`src/bus_alarm_pkg.sv`:
```
// shared constants and carrier types for the bus alarm and interrupt mask block
`default_nettype none

package bus_alarm_pkg;

    // ------------------------------------------------------------
    // register word indices (byte address is four times the index)
    // ------------------------------------------------------------
    localparam int ADDR_W = 8;
    localparam int IDX_W = 6;
    localparam logic [5:0] IDX_RX_MASK = 6'h17;
    localparam logic [5:0] IDX_FIFO_MASK = 6'h18;
    localparam logic [5:0] IDX_TXRX_MASK = 6'h19;
    localparam logic [5:0] IDX_IRQ_IND = 6'h20;
    localparam logic [5:0] IDX_IRQ_MASK = 6'h21;
    localparam logic [5:0] IDX_A_LATCHED = 6'h22;
    localparam logic [5:0] IDX_A_LIVE = 6'h23;
    localparam logic [5:0] IDX_CLK_LATCHED = 6'h24;
    localparam logic [5:0] IDX_CLK_LIVE = 6'h25;
    localparam logic [5:0] IDX_CTRL = 6'h30;

    // ------------------------------------------------------------
    // field positions
    // ------------------------------------------------------------
    localparam int MASK_EXT_BIT = 6;
    localparam int MASK_A_BIT = 5;
    localparam int MASK_B_BIT = 4;
    localparam int LIVE_DROP_LOC_BIT = 7;
    localparam int LIVE_ADD_LOC_BIT = 6;
    localparam int LIVE_PAR_BIT = 5;
    localparam int CLK_EXT_BIT = 7;
    localparam int CTRL_HW_IEN_BIT = 0;
    localparam int CTRL_AIS_SEL_BIT = 1;
    localparam int CTRL_ADD_TIMING_BIT = 2;
    localparam int CTRL_ODD_PAR_BIT = 3;
    localparam int CTRL_FMT_LSB = 4;
    localparam logic [1:0] FMT_AU3 = 2'h0;
    localparam logic [1:0] FMT_AU4 = 2'h1;
    localparam logic [1:0] FMT_STS1 = 2'h2;

    // ------------------------------------------------------------
    // reset values, bus answers, timing
    // ------------------------------------------------------------
    localparam logic [7:0] REG_RST = 8'h00;
    localparam logic [1:0] RESP_OKAY = 2'h0;
    localparam logic [1:0] RESP_SLVERR = 2'h2;
    localparam int LOSS_TIME_NS = 1000;
    localparam int CLK_PERIOD_NS = 40;
    localparam int LOSS_CYCLES = LOSS_TIME_NS / CLK_PERIOD_NS;

    // ------------------------------------------------------------
    // carrier types
    // ------------------------------------------------------------
    typedef struct packed {
        logic [3:0] rxA;
        logic [3:0] rxB;
        logic [3:0] fifoTxA;
        logic [3:0] fifoTxB;
        logic [3:0] fifoRx;
        logic [3:0] txPort;
        logic [3:0] remoteFailA;
        logic [3:0] remoteFailB;
    } port_alarm_type;

    typedef struct packed {
        logic [7:0] data;
        logic parity;
    } drop_bus_type;

    typedef struct packed {
        logic [7:0] data;
        logic parity;
        logic indicator;
    } add_bus_type;

endpackage : bus_alarm_pkg

`default_nettype wire

```
`src/clock_loss_monitor.sv`:
```
// stuck-clock detector for one bus clock sampled by the system clock
`default_nettype none

module clock_loss_monitor #(
    parameter int LIMIT = bus_alarm_pkg::LOSS_CYCLES
) (
    input wire logic clk,
    input wire logic rst,
    input wire logic linkClk,
    output logic linkRise,
    output logic lossOfClock
);

    localparam int CW = $clog2(LIMIT + 1);

    // elaboration guard
    if (LIMIT < 2) begin : g_bad_limit
        $error("clock_loss_monitor: LIMIT must be at least 2");
    end

    typedef struct packed {
        logic sync1;
        logic sync2;
        logic prev;
        logic [CW-1:0] cnt;
        logic rise;
        logic loss;
    } mon_type;

    mon_type s;
    mon_type nxt;

    // ------------------------------------------------------------
    // edge finding and stall counting
    // ------------------------------------------------------------
    // sync1 feeds sync2 only; edges are found between sync2 and prev
    always_comb begin
        nxt = s;
        nxt.sync1 = linkClk;
        nxt.sync2 = s.sync1;
        nxt.prev = s.sync2;
        nxt.rise = s.sync2 & ~s.prev;
        if (s.sync2 != s.prev) begin
            nxt.cnt = '0;
            nxt.loss = 1'b0;
        end else if (s.cnt == CW'(LIMIT - 1)) begin
            nxt.loss = 1'b1; // counter parks here until an edge
        end else begin
            nxt.cnt = s.cnt + CW'(1);
        end
    end

    always_ff @(posedge clk or posedge rst) begin
        if (rst) begin
            s <= '0;
        end else begin
            s <= nxt;
        end
    end

    assign linkRise = s.rise;
    assign lossOfClock = s.loss;
endmodule : clock_loss_monitor

`default_nettype wire

```
`src/bus_alarm_interrupt_masking.sv`:
```
// interrupt masking, A-side drop/add bus alarms and AXI4-Lite registers
`default_nettype none

// Operation
// - ext clock mask gates ext clock indication
// - A-side mask gates A-side indication
// - B-side mask gates B-side indication
// - port mask plus detail mask gate port
// - remote fail alarms bypass receive masks
// - irq pin only with hardware enable set
// - A-side latched register mirrors live bits
// - clock latched register mirrors its live bits
// - drop clock stall flags drop loss
// - drop loss in drop timing silences add
// - add clock stall in add timing silences add
// - drop parity checked every drop clock
// - live bits 4 and 3 read zero
// - third AIS bit pointer or overhead source
// - second AIS bit pointer or overhead source
// - AIS bits 2,1 off for AU-4/STS-1
// - first AIS bit covers first tributary
// - software indication when enabled latched alarm
module bus_alarm_interrupt_masking #(
    parameter int LOSS_LIMIT = bus_alarm_pkg::LOSS_CYCLES
) (
    input wire logic clk,
    input wire logic rst,
    input wire logic s_axi_awvalid,
    output logic s_axi_awready,
    input wire logic [bus_alarm_pkg::ADDR_W-1:0] s_axi_awaddr,
    input wire logic s_axi_wvalid,
    output logic s_axi_wready,
    input wire logic [31:0] s_axi_wdata,
    input wire logic [3:0] s_axi_wstrb,
    output logic s_axi_bvalid,
    input wire logic s_axi_bready,
    output logic [1:0] s_axi_bresp,
    input wire logic s_axi_arvalid,
    output logic s_axi_arready,
    input wire logic [bus_alarm_pkg::ADDR_W-1:0] s_axi_araddr,
    output logic s_axi_rvalid,
    input wire logic s_axi_rready,
    output logic [31:0] s_axi_rdata,
    output logic [1:0] s_axi_rresp,
    input wire logic dropClk,
    input wire logic addClk,
    input wire bus_alarm_pkg::drop_bus_type dropBus,
    input wire bus_alarm_pkg::add_bus_type addIn,
    input wire logic [2:0] aisPointer,
    input wire logic [2:0] aisOverhead,
    input wire logic extClockLoss,
    input wire logic [2:0] h4Loss,
    input wire logic bSideAlarm,
    input wire bus_alarm_pkg::port_alarm_type portAlarm,
    output bus_alarm_pkg::add_bus_type addOut,
    output logic addOe_n,
    output logic irqPin
);

    typedef struct packed {
        logic awRdy;
        logic wRdy;
        logic haveAw;
        logic haveW;
        logic [5:0] wIdx;
        logic [7:0] wData;
        logic wLane;
        logic bValid;
        logic [1:0] bResp;
        logic arRdy;
        logic rValid;
        logic [1:0] rResp;
        logic [31:0] rData;
        logic [7:0] rxMask;
        logic [7:0] fifoMask;
        logic [7:0] txRxMask;
        logic [7:0] irqMask;
        logic [7:0] ctrl;
        logic [7:0] aLive;
        logic [7:0] aLat;
        logic [7:0] clkLive;
        logic [7:0] clkLat;
        logic [7:0] ind;
        bus_alarm_pkg::drop_bus_type drop1;
        bus_alarm_pkg::drop_bus_type drop2;
        logic parErr;
        bus_alarm_pkg::add_bus_type addReg;
        logic addOffReg;
        logic irq;
    } state_type;

    state_type s;
    state_type nxt;

    logic dropRise;
    logic dropLoss;
    logic addLoss;
    logic [3:0] portHit;
    logic [3:0] portInd;
    logic [2:0] aisSel;
    logic parMismatch;
    logic silence;
    logic doWrite;
    logic [7:0] clrA;
    logic [7:0] clrClk;
    logic [31:0] rdMux;
    logic rdOk;
    logic [5:0] rdIdx;
    logic extInd;
    logic aInd;
    logic bInd;
    logic swInd;

    // ------------------------------------------------------------
    // clock supervision of both buses
    // ------------------------------------------------------------
    // both clocks share one monitor design so their timing matches
    clock_loss_monitor #(.LIMIT(LOSS_LIMIT)) drop_mon (
        .clk(clk),
        .rst(rst),
        .linkClk(dropClk),
        .linkRise(dropRise),
        .lossOfClock(dropLoss)
    );

    clock_loss_monitor #(.LIMIT(LOSS_LIMIT)) add_mon (
        .clk(clk),
        .rst(rst),
        .linkClk(addClk),
        .linkRise(),
        .lossOfClock(addLoss)
    );

    // ------------------------------------------------------------
    // per-port interrupt qualification
    // ------------------------------------------------------------
    for (genvar p = 0; p < 4; p++) begin : g_port
        // remote fail needs no receive mask
        assign portHit[p] = (portAlarm.rxA[p] & s.rxMask[2*p+1]) | (portAlarm.rxB[p] & s.rxMask[2*p])
            | (portAlarm.fifoTxA[p] & s.fifoMask[2*p+1]) | (portAlarm.fifoTxB[p] & s.fifoMask[2*p])
            | (portAlarm.txPort[p] & s.txRxMask[4+p]) | (portAlarm.fifoRx[p] & s.txRxMask[p])
            | portAlarm.remoteFailA[p] | portAlarm.remoteFailB[p];
        assign portInd[p] = s.irqMask[p] & portHit[p];
    end

    // ------------------------------------------------------------
    // alarm evaluation helpers
    // ------------------------------------------------------------
    // source select for AIS
    assign aisSel = s.ctrl[bus_alarm_pkg::CTRL_AIS_SEL_BIT] ? aisOverhead : aisPointer;
    // even or odd parity over data and parity bit
    assign parMismatch = (^{s.drop2.data, s.drop2.parity}) != s.ctrl[bus_alarm_pkg::CTRL_ODD_PAR_BIT];
    // drop timing silences on drop loss
    // add timing silences on add loss
    assign silence = s.ctrl[bus_alarm_pkg::CTRL_ADD_TIMING_BIT] ? addLoss : dropLoss;
    assign doWrite = s.haveAw & s.haveW & ~s.bValid;
    // write-one-to-clear on the latched registers
    assign clrA = (doWrite && s.wLane && s.wIdx == bus_alarm_pkg::IDX_A_LATCHED) ? s.wData : 8'h00;
    assign clrClk = (doWrite && s.wLane && s.wIdx == bus_alarm_pkg::IDX_CLK_LATCHED) ? s.wData : 8'h00;

    assign extInd = s.irqMask[bus_alarm_pkg::MASK_EXT_BIT] & s.clkLat[bus_alarm_pkg::CLK_EXT_BIT];
    assign aInd = s.irqMask[bus_alarm_pkg::MASK_A_BIT] & ((|s.aLat) | (|s.clkLat[2:0]));
    assign bInd = s.irqMask[bus_alarm_pkg::MASK_B_BIT] & bSideAlarm;
    assign swInd = extInd | aInd | bInd | (|portInd);

    // ------------------------------------------------------------
    // register read decode
    // ------------------------------------------------------------
    assign rdIdx = s_axi_araddr[bus_alarm_pkg::ADDR_W-1:2];

    // unmapped words read zero with a slave error
    always_comb begin
        rdMux = 32'h0000_0000;
        rdOk = 1'b1;
        case (rdIdx)
            bus_alarm_pkg::IDX_RX_MASK: rdMux[7:0] = s.rxMask;
            bus_alarm_pkg::IDX_FIFO_MASK: rdMux[7:0] = s.fifoMask;
            bus_alarm_pkg::IDX_TXRX_MASK: rdMux[7:0] = s.txRxMask;
            bus_alarm_pkg::IDX_IRQ_IND: rdMux[7:0] = s.ind;
            bus_alarm_pkg::IDX_IRQ_MASK: rdMux[7:0] = s.irqMask;
            bus_alarm_pkg::IDX_A_LATCHED: rdMux[7:0] = s.aLat;
            bus_alarm_pkg::IDX_A_LIVE: rdMux[7:0] = s.aLive;
            bus_alarm_pkg::IDX_CLK_LATCHED: rdMux[7:0] = s.clkLat;
            bus_alarm_pkg::IDX_CLK_LIVE: rdMux[7:0] = s.clkLive;
            bus_alarm_pkg::IDX_CTRL: rdMux[7:0] = s.ctrl;
            default: rdOk = 1'b0;
        endcase
    end

    // ------------------------------------------------------------
    // next state
    // ------------------------------------------------------------
    always_comb begin
        nxt = s;
        // write address and data are taken in either order
        if (s_axi_awvalid && s.awRdy) begin
            nxt.haveAw = 1'b1;
            nxt.wIdx = s_axi_awaddr[bus_alarm_pkg::ADDR_W-1:2];
        end
        if (s_axi_wvalid && s.wRdy) begin
            nxt.haveW = 1'b1;
            nxt.wData = s_axi_wdata[7:0];
            nxt.wLane = s_axi_wstrb[0];
        end
        if (s.bValid && s_axi_bready) begin
            nxt.bValid = 1'b0;
        end
        if (doWrite) begin
            nxt.haveAw = 1'b0;
            nxt.haveW = 1'b0;
            nxt.bValid = 1'b1;
            nxt.bResp = bus_alarm_pkg::RESP_OKAY;
            case (s.wIdx)
                bus_alarm_pkg::IDX_RX_MASK: if (s.wLane) nxt.rxMask = s.wData;
                bus_alarm_pkg::IDX_FIFO_MASK: if (s.wLane) nxt.fifoMask = s.wData;
                bus_alarm_pkg::IDX_TXRX_MASK: if (s.wLane) nxt.txRxMask = s.wData;
                bus_alarm_pkg::IDX_IRQ_MASK: if (s.wLane) nxt.irqMask = {1'b0, s.wData[6:0]};
                bus_alarm_pkg::IDX_CTRL: if (s.wLane) nxt.ctrl = s.wData;
                bus_alarm_pkg::IDX_A_LATCHED, bus_alarm_pkg::IDX_CLK_LATCHED: nxt.bResp = bus_alarm_pkg::RESP_OKAY;
                // status words are read only and ignore writes
                bus_alarm_pkg::IDX_IRQ_IND, bus_alarm_pkg::IDX_A_LIVE,
                bus_alarm_pkg::IDX_CLK_LIVE: nxt.bResp = bus_alarm_pkg::RESP_OKAY;
                default: nxt.bResp = bus_alarm_pkg::RESP_SLVERR;
            endcase
        end
        nxt.awRdy = ~nxt.haveAw & ~nxt.bValid;
        nxt.wRdy = ~nxt.haveW & ~nxt.bValid;

        // one read at a time, answered the cycle after the address
        if (s.rValid && s_axi_rready) begin
            nxt.rValid = 1'b0;
        end
        if (s_axi_arvalid && s.arRdy) begin
            nxt.rValid = 1'b1;
            nxt.rData = rdMux;
            nxt.rResp = rdOk ? bus_alarm_pkg::RESP_OKAY : bus_alarm_pkg::RESP_SLVERR;
        end
        nxt.arRdy = ~nxt.rValid;

        // drop bus pins pass two flops before the parity check
        nxt.drop1 = dropBus;
        nxt.drop2 = s.drop1;
        // checked once per drop clock rise
        if (dropRise) begin
            nxt.parErr = parMismatch;
        end

        // add loss reported only in add timing
        // bits 4 and 3 tied low
        // upper AIS bits off outside AU-3
        nxt.aLive = {dropLoss,
                     addLoss & s.ctrl[bus_alarm_pkg::CTRL_ADD_TIMING_BIT],
                     s.parErr | (dropRise & parMismatch),
                     2'b00,
                     aisSel[2:1] & {2{s.ctrl[bus_alarm_pkg::CTRL_FMT_LSB+:2] == bus_alarm_pkg::FMT_AU3}},
                     aisSel[0]};
        nxt.clkLive = {extClockLoss, 4'h0, h4Loss};

        // latch A-side on rising live bits
        // latch clock word the same way
        // set wins over a software clear
        nxt.aLat = (s.aLat & ~clrA) | (nxt.aLive & ~s.aLive);
        nxt.clkLat = (s.clkLat & ~clrClk) | (nxt.clkLive & ~s.clkLive);

        nxt.ind = {swInd, extInd, aInd, bInd, portInd};
        nxt.irq = s.ctrl[bus_alarm_pkg::CTRL_HW_IEN_BIT] & swInd;

        nxt.addOffReg = silence;
        nxt.addReg = silence ? '0 : addIn;
    end

    // ------------------------------------------------------------
    // state register
    // ------------------------------------------------------------
    always_ff @(posedge clk or posedge rst) begin
        if (rst) begin
            s <= '0;
        end else begin
            s <= nxt;
        end
    end

    // ------------------------------------------------------------
    // outputs straight from the state register
    // ------------------------------------------------------------
    assign s_axi_awready = s.awRdy;
    assign s_axi_wready = s.wRdy;
    assign s_axi_bvalid = s.bValid;
    assign s_axi_bresp = s.bResp;
    assign s_axi_arready = s.arRdy;
    assign s_axi_rvalid = s.rValid;
    assign s_axi_rdata = s.rData;
    assign s_axi_rresp = s.rResp;
    assign addOut = s.addReg;
    assign addOe_n = s.addOffReg; // high releases the add bus
    assign irqPin = s.irq;
endmodule : bus_alarm_interrupt_masking

`default_nettype wire

```
`config.mk`:
```
export PLATFORM = sky130hd
export DESIGN_NAME = bus_alarm_interrupt_masking
export DESIGN_NICKNAME = d
export VERILOG_FILES = /design/src/bus_alarm_pkg.sv /design/src/clock_loss_monitor.sv /design/src/bus_alarm_interrupt_masking.sv
export SDC_FILE = /design/constraint.sdc
export NUM_CORES = 1
export LEC_CHECK = 0
export ABC_AREA = 1
export ABC_CLOCK_PERIOD_IN_PS = 11800
export BUFFER_PORTS_ARGS = -buffer_cell sky130_fd_sc_hd__buf_2
export CAP_MARGIN = 25
export CORE_MARGIN = 10
export CORE_UTILIZATION = 37
export CTS_CLUSTER_DIAMETER = 50
export DETAILED_ROUTE_END_ITERATION = 16
export GPL_ROUTABILITY_DRIVEN = 1
export PLACE_DENSITY = 0.6
export SETUP_SLACK_MARGIN = 0.2
export SLEW_MARGIN = 20
export SYNTH_ARGS = -nofsm -noshare
export SYNTH_HDL_FRONTEND = slang
export SYNTH_SLANG_ARGS = --single-unit
```
`constraint.sdc`:
```
create_clock -name clk -period 11.8 [get_ports clk]
set_clock_uncertainty 0.05 [all_clocks]
set_input_delay 1.18 -clock clk [delete_from_list [all_inputs] [get_ports clk]]
set_output_delay 1.18 -clock clk [all_outputs]
set_load 0.05 [all_outputs]
```
# Yosys cells after proc, flatten, opt, wreduce, memory -nomap -nowiden
# Index checks and enable logic that the tools add are counted.
dict set report totals {
  latchBits 0
  n_memories 0
  in_bits 123
  output_inout_bits 53
  ff_bits 157
  elab_cells 208
  mem_bits_ro 0
  ramBits 0
}
dict set report classes {
  magnitude_cmp 0
  n_eq_ne 27
  mux 24
  reduce_logical 22
  n_mul 0
  n_shift 0
  addsub 2
  bitwise 89
  div_mod_pow 0
}
# op n
set ops {}
lappend ops {{6-bit == test (second input constant)} 14}
lappend ops {{8-bit one-hot mux with 10 select lines} 1}
lappend ops {{1-bit AND} 39}
lappend ops {{6-bit by 5-bit == test with 1-bit output (second input constant)} 6}
lappend ops {{35-bit 2-to-1 mux} 1}
lappend ops {{1-bit bitwise OR} 33}
lappend ops {{8-bit AND} 4}
lappend ops {{8-bit NOT} 4}
lappend ops {{5-bit 2-to-1 mux} 4}
lappend ops {{10-bit OR reduction} 2}
lappend ops {{8-bit 2-to-1 mux} 2}
lappend ops {{8-bit bitwise OR} 2}
lappend ops {{3-bit AND reduction} 5}
lappend ops {{5-bit by 1-bit adder with 5-bit output (second input constant)} 2}
lappend ops {{5-bit == test (second input constant)} 2}
lappend ops {{1-bit 2-to-1 mux} 10}
lappend ops {{10-bit 2-to-1 mux} 1}
lappend ops {{9-bit XOR reduction} 1}
lappend ops {{1-bit logical AND} 8}
lappend ops {{8-bit OR reduction} 1}
lappend ops {{2-bit 2-to-1 mux} 3}
lappend ops {{3-bit 2-to-1 mux} 2}
lappend ops {{1-bit NOT} 6}
lappend ops {{2-bit by 1-bit inequality test with 1-bit output (second input constant)} 2}
lappend ops {{other kinds (6)} 9}

# Logic depth before layout (Yosys ltp)
# Gate-level depths: netlist of the first run.
dict set report logic_depth {
  depth_word 12
  ltp_mapped 13
  depth_no_buf 13
}

# Modules after synthesis
# A second synthesis of the first run with hierarchy kept.
dict set report hier_totals {
  hier_cells 834
  area_unflattened_um2 7166.9
}
# module area_per_inst_um2 cells_each seq_area_each_um2 n_inst
set by_module_without_submodules {}
lappend by_module_without_submodules {bus_alarm_interrupt_masking 6293.5 738 3403.3 1}
lappend by_module_without_submodules {clock_loss_monitor 436.7 48 250.2 2}

# Worst setup path before layout of the first run
# No wires, ideal clock.
dict set report synth_path {
  path_type {in2reg}
  startpoint {in s_axi_araddr[7] (netlist name)}
  endpoint {reg s, in the netlist s_axi_rdata[5]}
  path_stages 11
  arrival_time_ns 1.982
  required_ns 11.685
  setup_ns 0.065
  n_path_buf 0
  path_slack_ns 9.703
  cell_sequence {inv_2 -> nand2_2 -> nor2_4 -> inv_2 -> nor2_8 -> nand2_2 -> o21ai_2 -> nor2_1 -> nand3b_1 -> nand2_1 -> nand2_1}
}
dict set report synth_between {
  elab_chain_cells 2
  word_cells_on_any_way 11
  cone_classes {eq/ne (10); mux (1)}
}
# item line
set synth_lines {}
lappend synth_lines {{start: declaration} bus_alarm_interrupt_masking.sv:40} ;# input wire logic [bus_alarm_pkg::ADDR_W-1:0] s_axi_araddr,
lappend synth_lines {{6-bit == test or 6-bit by 5-bit == test with 1-bit output (tied branches)} bus_alarm_interrupt_masking.sv:175} ;# case (rdIdx)
lappend synth_lines {{8-bit one-hot mux with 10 select lines *} bus_alarm_interrupt_masking.sv:175}
lappend synth_lines {{end signal: assignment} bus_alarm_interrupt_masking.sv:279} ;# s <= nxt;
lappend synth_lines {{end: declaration} bus_alarm_interrupt_masking.sv:92} ;# state_type s;
# Every way passes the cells marked *; elsewhere a longest branch is shown, timed or not.
# A chain may end at the register's enable or synchronous reset.

# Worst setup path after layout of the first run
dict set report layout_path {
  startpoint {in s_axi_araddr[3] (netlist name)}
  endpoint {reg s, in the netlist s_axi_rdata[1]}
}
# Same word-level chain as after synthesis.

==> out/metrics.yaml, run 1 <==
timing:
  fin_tns_setup_ns: 0
  post-route-period-util: 0.2074
  period_needed_ns: 2.447
  hold_viol_final: 0
  rsz0062_at_grt: "false"
  worstMarginPinSlew_ns: 0.9341
  fmax_ghz: 0.4086
  max_slew_margin: 0.3731
  finalSetupViolCount: 0
  slew_violations: 0
logic_synthesis:
  synth.avg_cell_area_um2: 8.590
  synthSimpleGateAreaFrac: 0.2284
  ys_ff_latch: 155
  synthArstFlopShare: 1.000
  synth.area.top_cells: "dfrtp_1, nand2_1, inv_1"
  syn_area_mm2: 0.007096
  ys_types: 38
  synth.most_common_cell: "nand2_1"
  syn_inst: 826
  synth_fa_ha_area_frac: 0.008817
  synth_ff_type: "dfrtp_1"
  synth_compound_area_frac: 0.08870
  synth.top_cell.area_share: 0.5466
  yosys-top-cells-count: "nand2_1, dfrtp_1, inv_1, o21ai_0, nor2_1"
  post-synth-top-area-cell: "dfrtp_1"
  synthXorXnorAreaFrac: 0.009875
  synthMuxAreaShare: 0
  synth-edff-count: 0
  yosysSeqAreaShare: 0.5466
  synth_top_family_by_area: "simple AND/OR/NAND/NOR gates"
  yosysWarnings: 0
route:
  wl_per_cell_um: 14.31
  avgViaCountPerCell: 4.559
  wl_um: 16870
  drtAntennaViolNets: 0
  detailedRoute.firstIterationViolations: 260
  vias: 5375
  route.detailed.drc: 0
  dr.pass1.iters: 4
floorplan:
  start_util: 0.3781
  dieHeight_um: 158.5
  core_area_mm2: 0.01877
  top_level_ports: 176
  rows: 50
  die_w_um: 158.5
  dieArea_mm2: 0.02512
global_routing:
  overflow: 0
  track_usage: 0.1360
  grt_pass1_wl_um: 26970
  grt_max_degree: 92
  grt_antenna_before_repair: 5
  first_global_vias: 5304
clock_network:
  clockBufferDepth: 2
  clkLatencyLatePin_ns: 0.41
  cts_tree: "built"
  cts-root-buf: "clkbuf_16"
  clkSinkCount: 155
  htree_num_levels: 4
  cts_setup_buffers: 0
  numCtsBuffers: 17
  cts-hold-fix-buffers: 0
  cts.clk_slew.worst_paths_ns: 0.06
  cts_resized: 0
power_and_ir_drop:
  swShare: 0.3174
  clkPwrFrac: 0.362
  ir_worst_vdd_mv: 0.1213
  power_switching_uw: 486.3
  comb_power_share: 0.200
  p_int_mw: 1.046
  leakage_nw: 4.384
  powerDensity_mw_per_mm2: 185.2
  power_frac_seq: 0.438
placed_design:
  dp_cells: 1147
  port_buffers: 118
  hpwlAfterDp_um: 12740
  gp_congestion: 0.8447
cells_and_area:
  syn_to_final_growth_pct: 16.63
  nNetsFinal: 1060
  instances_no_fill: 1179
  post_route_cells_drive_above_1_share: 0.1953
setup_path:
  rr_worst_depth: 6
  crit_top_cell: "nand2_1"
  arrival_ns: 2.75
  slowest_stage: "nor2_4"
  critPathMaxStageDelay_ns: 0.40
  cp.required_ns: 12.11
  cp_max_fo: 17
  crit_path_end_kind: "register"
  crit_chain: "buf_2 -> nor2_4 -> nand4_1 -> o21ai_0 -> nor2_1 -> nand2_1 -> nand2_1 -> nand2_1"
  critPathKind: "in2reg"
  cp-start-kind: "primary input"
run:
  maxCapViolCount: 0
hold_path:
  hold_depth: 0
  min-delay-path-class: "reg2reg"
status:
  status: "complete, no violations"
-- path summary, 6_finish.rpt --
path / start / to / slack [ns]
max: s_axi_araddr[3] / s_axi_rdata[1] / 9.35
min: nxt[14] / s[14] / 0.30
max reg2reg: s[159] / s[39] / 10.05
min reg2reg: nxt[14] / s[14] / 0.30
max in group asynchronous: rst / s_axi_rdata[2] / 9.49
min in group asynchronous: rst / drop_mon.nxt[8] / 0.88
-- power groups by stage --
stage	Sequential (mW)	Clock, mW	Combinational [mW]
after detailed placement	0.680	0	0.310
after floorplan	0.683	0	0.222
after global placement	0.678	0	0.305
final	0.671	0.555	0.307
after CTS	0.672	0.566	0.311
after global routing	0.683	0.589	0.347
-- flip-flops by register name, summed over array words and instances, names as in the netlist, 2 cells and up --
| signal | flops |
|---|---|
| s | 100 |
| drop_mon.s | 6 |
| nxt | 9 |
| drop_mon.nxt | 2 |
| add_mon.s | 6 |
| s_axi_rdata | 8 |
| add_mon.nxt | 2 |
| addOut | 10 |
-- critical path, delay by kind of cell --
kind | cells | cell delay, ns
and+or+nand+nor | 6 | 1.05
AOI/OAI and AO/OA | 1 | 0.38
buffers and inverters | 1 | 0.14
-- per-layer routing --
| layer | vias up | track usage | part of all wire |
|---|---|---|---|
| met2 | 136 | 0.2188 | 0.46 |
| met5 | - | 0 | 0.00095 |
| met3 | 20 | 0.05154 | 0.089 |
| met1 | 2459 | 0.1680 | 0.44 |
| li1 | 2756 | - | - |
| met4 | 4 | 0.03485 | 0.012 |
-- cell type report --
type	instances	area, µm²
fill	1884	10490
sequential	155	3879
multi-input combinational	525	2480
timing repair buffer	119	598.1
clock buffer	20	436.7
inverter	114	432.9
tap	234	292.8
clock inverter	9	148.9
antenna	3	7.507
-- cell usage in the layout (no fill, tap or decap), types with 2 or more instances in the layout --
cell type	instances
bufinv_16	4
a21oi_1	8
conb_1	26
xnor2_1	4
nand3_1	38
inv_1	105
nor2_1	55
clkinv_2	4
buf_2	118
nor2_4	8
xor2_1	4
nand4_1	10
o41ai_1	2
nand2_2	11
nor3_2	2
clkbuf_1	3
inv_2	7
o2bb2ai_1	2
a31oi_1	2
ha_1	5
o21ai_2	2
diode_2	3
dfrtp_1	155
clkbuf_16	17
o21ai_0	74
nor3_1	8
o22ai_1	3
nor2_2	4
nand3b_1	3
o21ai_1	24
nand2_1	222
-- stage by stage --
step	setup slack, ns	hold slack, ns	area [µm²]	utilization	power [mW]
3_3_place_gp	8.940	0.2823	7682	0.4093	0.9834
2_1_floorplan	6.392	0.2812	7189	-	0.9050
6_report	9.353	0.2960	8275	0.4409	1.532
3_5_place_dp	8.928	0.2847	7682	0.4093	0.9903
4_1_cts	9.389	0.2979	8268	0.4405	1.549
5_1_grt	9.191	0.3026	8270	0.4407	1.619
-- kinds of logic after synthesis --
kind of cell,after synthesis
xor+xnor,8
compound gates,119
simple gates,367
flops,155
fa+ha+maj,5
buf+inv,171
other cells,1
No activity file was read; power rests on OpenSTA's default activity.
==> run 2, diff against run 1 <==
--- a/config.mk
+++ b/config.mk
@@ -6,7 +6,7 @@
 export NUM_CORES = 1
 export LEC_CHECK = 0
 export ABC_AREA = 1
-export ABC_CLOCK_PERIOD_IN_PS = 11800
+export ABC_CLOCK_PERIOD_IN_PS = 2009
 export BUFFER_PORTS_ARGS = -buffer_cell sky130_fd_sc_hd__buf_2
 export CAP_MARGIN = 25
 export CORE_MARGIN = 10
@@ -14,7 +14,7 @@
 export CTS_CLUSTER_DIAMETER = 50
 export DETAILED_ROUTE_END_ITERATION = 16
 export GPL_ROUTABILITY_DRIVEN = 1
-export PLACE_DENSITY = 0.6
+export PLACE_DENSITY = 0.62
 export SETUP_SLACK_MARGIN = 0.2
 export SLEW_MARGIN = 20
 export SYNTH_ARGS = -nofsm -noshare
==> constraint.sdc (replaced) <==
create_clock -name clk -period 2.01 [get_ports clk]
set_clock_uncertainty 0.05 [all_clocks]
set_input_delay 0.201 -clock clk [delete_from_list [all_inputs] [get_ports clk]]
set_output_delay 0.201 -clock clk [all_outputs]
set_load 0.05 [all_outputs]
==> out/metrics.yaml, run 2 (same netlist as run 1, synthesis figures left out) <==
status:
  status: "complete, no violations"  # unchanged
clock_network:
  clkLatencyLatePin_ns: 0.42  # was 0.41 ns
  cts_setup_buffers: 0  # unchanged
  cts_tree: "built"  # unchanged
  cts-root-buf: "clkbuf_16"  # unchanged
  clkSinkCount: 155  # unchanged
  htree_num_levels: 4  # unchanged
  clockBufferDepth: 2  # unchanged
  cts.clk_slew.worst_paths_ns: 0.06  # about the same
  numCtsBuffers: 17  # unchanged
setup_path:
  rrSetupSlack_ns: 0.34  # was 10.05 ns
  slowest_stage: "dfrtp_1"  # was nor2_4
  arrival_ns: 1.91  # was 2.75 ns
  crit_top_cell: "o21ai_0"  # was nand2_1
  crit_chain: "nor2_4 -> nand2_1 -> nor3_1 -> nand2_2 -> o21ai_0 -> o21ai_0"  # was buf_2 -> nor2_4 -> nand4_1 -> o21ai_0 -> nor2_1 -> nand2_1 -> nand2_1 -> nand2_1
  rr_worst_depth: 6  # unchanged
  reg2reg_from: "s[159]"  # unchanged
  critPathMaxStageDelay_ns: 0.50  # was 0.40 ns
  cp_max_fo: 8  # was 17
  cp-start-kind: "register"  # was primary input
  rr_endpoint: "s[41]"  # was s[39]
  cp.required_ns: 2.25  # was 12.11 ns
  crit_path_end_kind: "register"  # unchanged
  critPathKind: "reg2reg"  # was in2reg
global_routing:
  grt_pass1_wl_um: 28240  # was 26970 µm
  first_global_vias: 5589  # was 5304
  overflow: 0  # unchanged
  track_usage: 0.1423  # was 0.1360
  grt_max_degree: 61  # was 92
  grt_antenna_before_repair: 0  # was 5
route:
  route.detailed.drc: 0  # unchanged
  wl_um: 17560  # was 16870 µm
  drtAntennaViolNets: 0  # unchanged
  dr.pass1.iters: 5  # was 4
  detailedRoute.firstIterationViolations: 311  # was 260
  avgViaCountPerCell: 4.592  # was 4.559
  vias: 5648  # was 5375
  wl_per_cell_um: 14.28  # was 14.31 µm
timing:
  worstMarginPinSlew_ns: 0.9051  # was 0.9341 ns
  rsz0062_at_grt: "false"  # unchanged
  slew_violations: 0  # unchanged
  post-route-period-util: 0.8302
  whs_ns: 0.02992  # was 0.2960 ns
  period_needed_ns: 1.669
  finalSetupViolCount: 0  # unchanged
  max_slew_margin: 0.3926  # was 0.3731
  hold_viol_final: 0  # unchanged
  fmax_ghz: 0.5993
cells_and_area:
  mostFrequentLayoutCells: "nand2_1, dfrtp_1, buf_2"  # unchanged
  largest_reg_flops: 100  # unchanged
  fillers: 1816  # was 1884
  antennaDiodeCount: 0  # was 3
  final_common_cell: "nand2_1"  # unchanged
  regMostFlops: "s"  # unchanged
  design_area_mm2: 0.008816  # was 0.008275 mm²
  post_route_cells_drive_above_1_share: 0.1958  # was 0.1953
  nNetsFinal: 1111  # was 1060
  syn_to_final_growth_pct: 24.25  # was 16.63%
hold_path:
  hold_depth: 4  # was 0
  hp-start: "s_axi_awvalid"  # was nxt[14]
  hold_end: "s[159]"  # was s[14]
  min-delay-path-class: "in2reg"  # was reg2reg
placed_design:
  hpwlAfterDp_um: 13130  # was 12740 µm
  gp_congestion: 0.8403  # was 0.8447
  port_buffers: 118  # unchanged
  dpl_cell_area_mm2: 0.007744  # was 0.007682 mm²
power_and_ir_drop:
  leakage_nw: 4.607  # was 4.384 nW
  ir_worst_vdd_mv: 0.6181  # was 0.1213 mV
  powerDensity_mw_per_mm2: 1039  # was 185.2 mW/mm²
  power_mw: 9.158  # was 1.532 mW
floorplan:
  dieHeight_um: 158.5  # unchanged
  dieArea_mm2: 0.02512  # unchanged
  rows: 50  # unchanged
  core_area_mm2: 0.01877  # unchanged
  top_level_ports: 176  # unchanged
  die_w_um: 158.5  # unchanged
  start_util: 0.3781  # unchanged
run:
  maxCapViolCount: 0  # unchanged
-- run 2: cell count changes in the layout (fill, tap and decap cells not counted), moves of 3 or more --
cell           before  now
clkinvlp_4          0    4
dlygate4sd3_1       0   46
diode_2             3    0
buf_4               1    4
-- run 2: per-layer routing --
metal  vias to the layer above  global-route usage  wire length [µm]
li1                       2850                   -                 -
met1                      2605              0.1769              7616
met2                       176              0.2320              8333
met3                        17             0.04128              1334
met4                         0             0.04808               277
met5                         -                   0                 0
-- run 2: repair_timing --
item,in CTS,in global routing
endpoints found under the setup margin,0,2
hold buffers,46,0
resized for setup,0,1
hold endpoints to repair,61,0
-- run 2: worst max path at each step --
stage,startpoint,endpoint
after floorplan,rst,addOe_n
after global placement,s[159],s[40]
after detailed placement,s[159],s[41]
after CTS,s[159],s[41]
after global routing,s[162],s[62]
final,s[159],s[41]
-- run 2: worst max-delay path: cells and delay by family, from the launching register on --
family             cells  cell delay, ns
DFF                    1            0.50
and+or+nand+nor        4            0.67
AOI/OAI and AO/OA      2            0.32
-- run 2: layout make-up --
cell class              count  area (µm²)  area share
repair buffers            170        1121      0.1272
clock buffers              19       442.9     0.05024
inverters                 114       431.7     0.04896
flip-flops and latches    155        3879      0.4400
clock inverters            13       166.4     0.01888
well taps                 234       292.8     0.03321
multi-input cells         525        2482      0.2816
-- run 2: power by group --
group / leakage (nW) / internal [mW] / switching, mW
Clock: 0.290 / 2.00 / 1.32
Sequential: 1.97 / 3.61 / 0.330
Combinational: 2.35 / 0.565 / 1.33
-- run 2: stage by stage --
step | cells | util | worst slack (ns) | TNS (ns)
2_1_floorplan | 851 | - | -0.1999 | -30.99
4_1_cts | 1230 | 0.4696 | 0.2914 | 0
3_5_place_dp | 1152 | 0.4126 | 0.3318 | 0
3_3_place_gp | 1152 | 0.4126 | 0.3512 | 0
6_report | 1230 | 0.4697 | 0.3414 | 0
5_1_grt | 1230 | 0.4697 | 0.2125 | 0
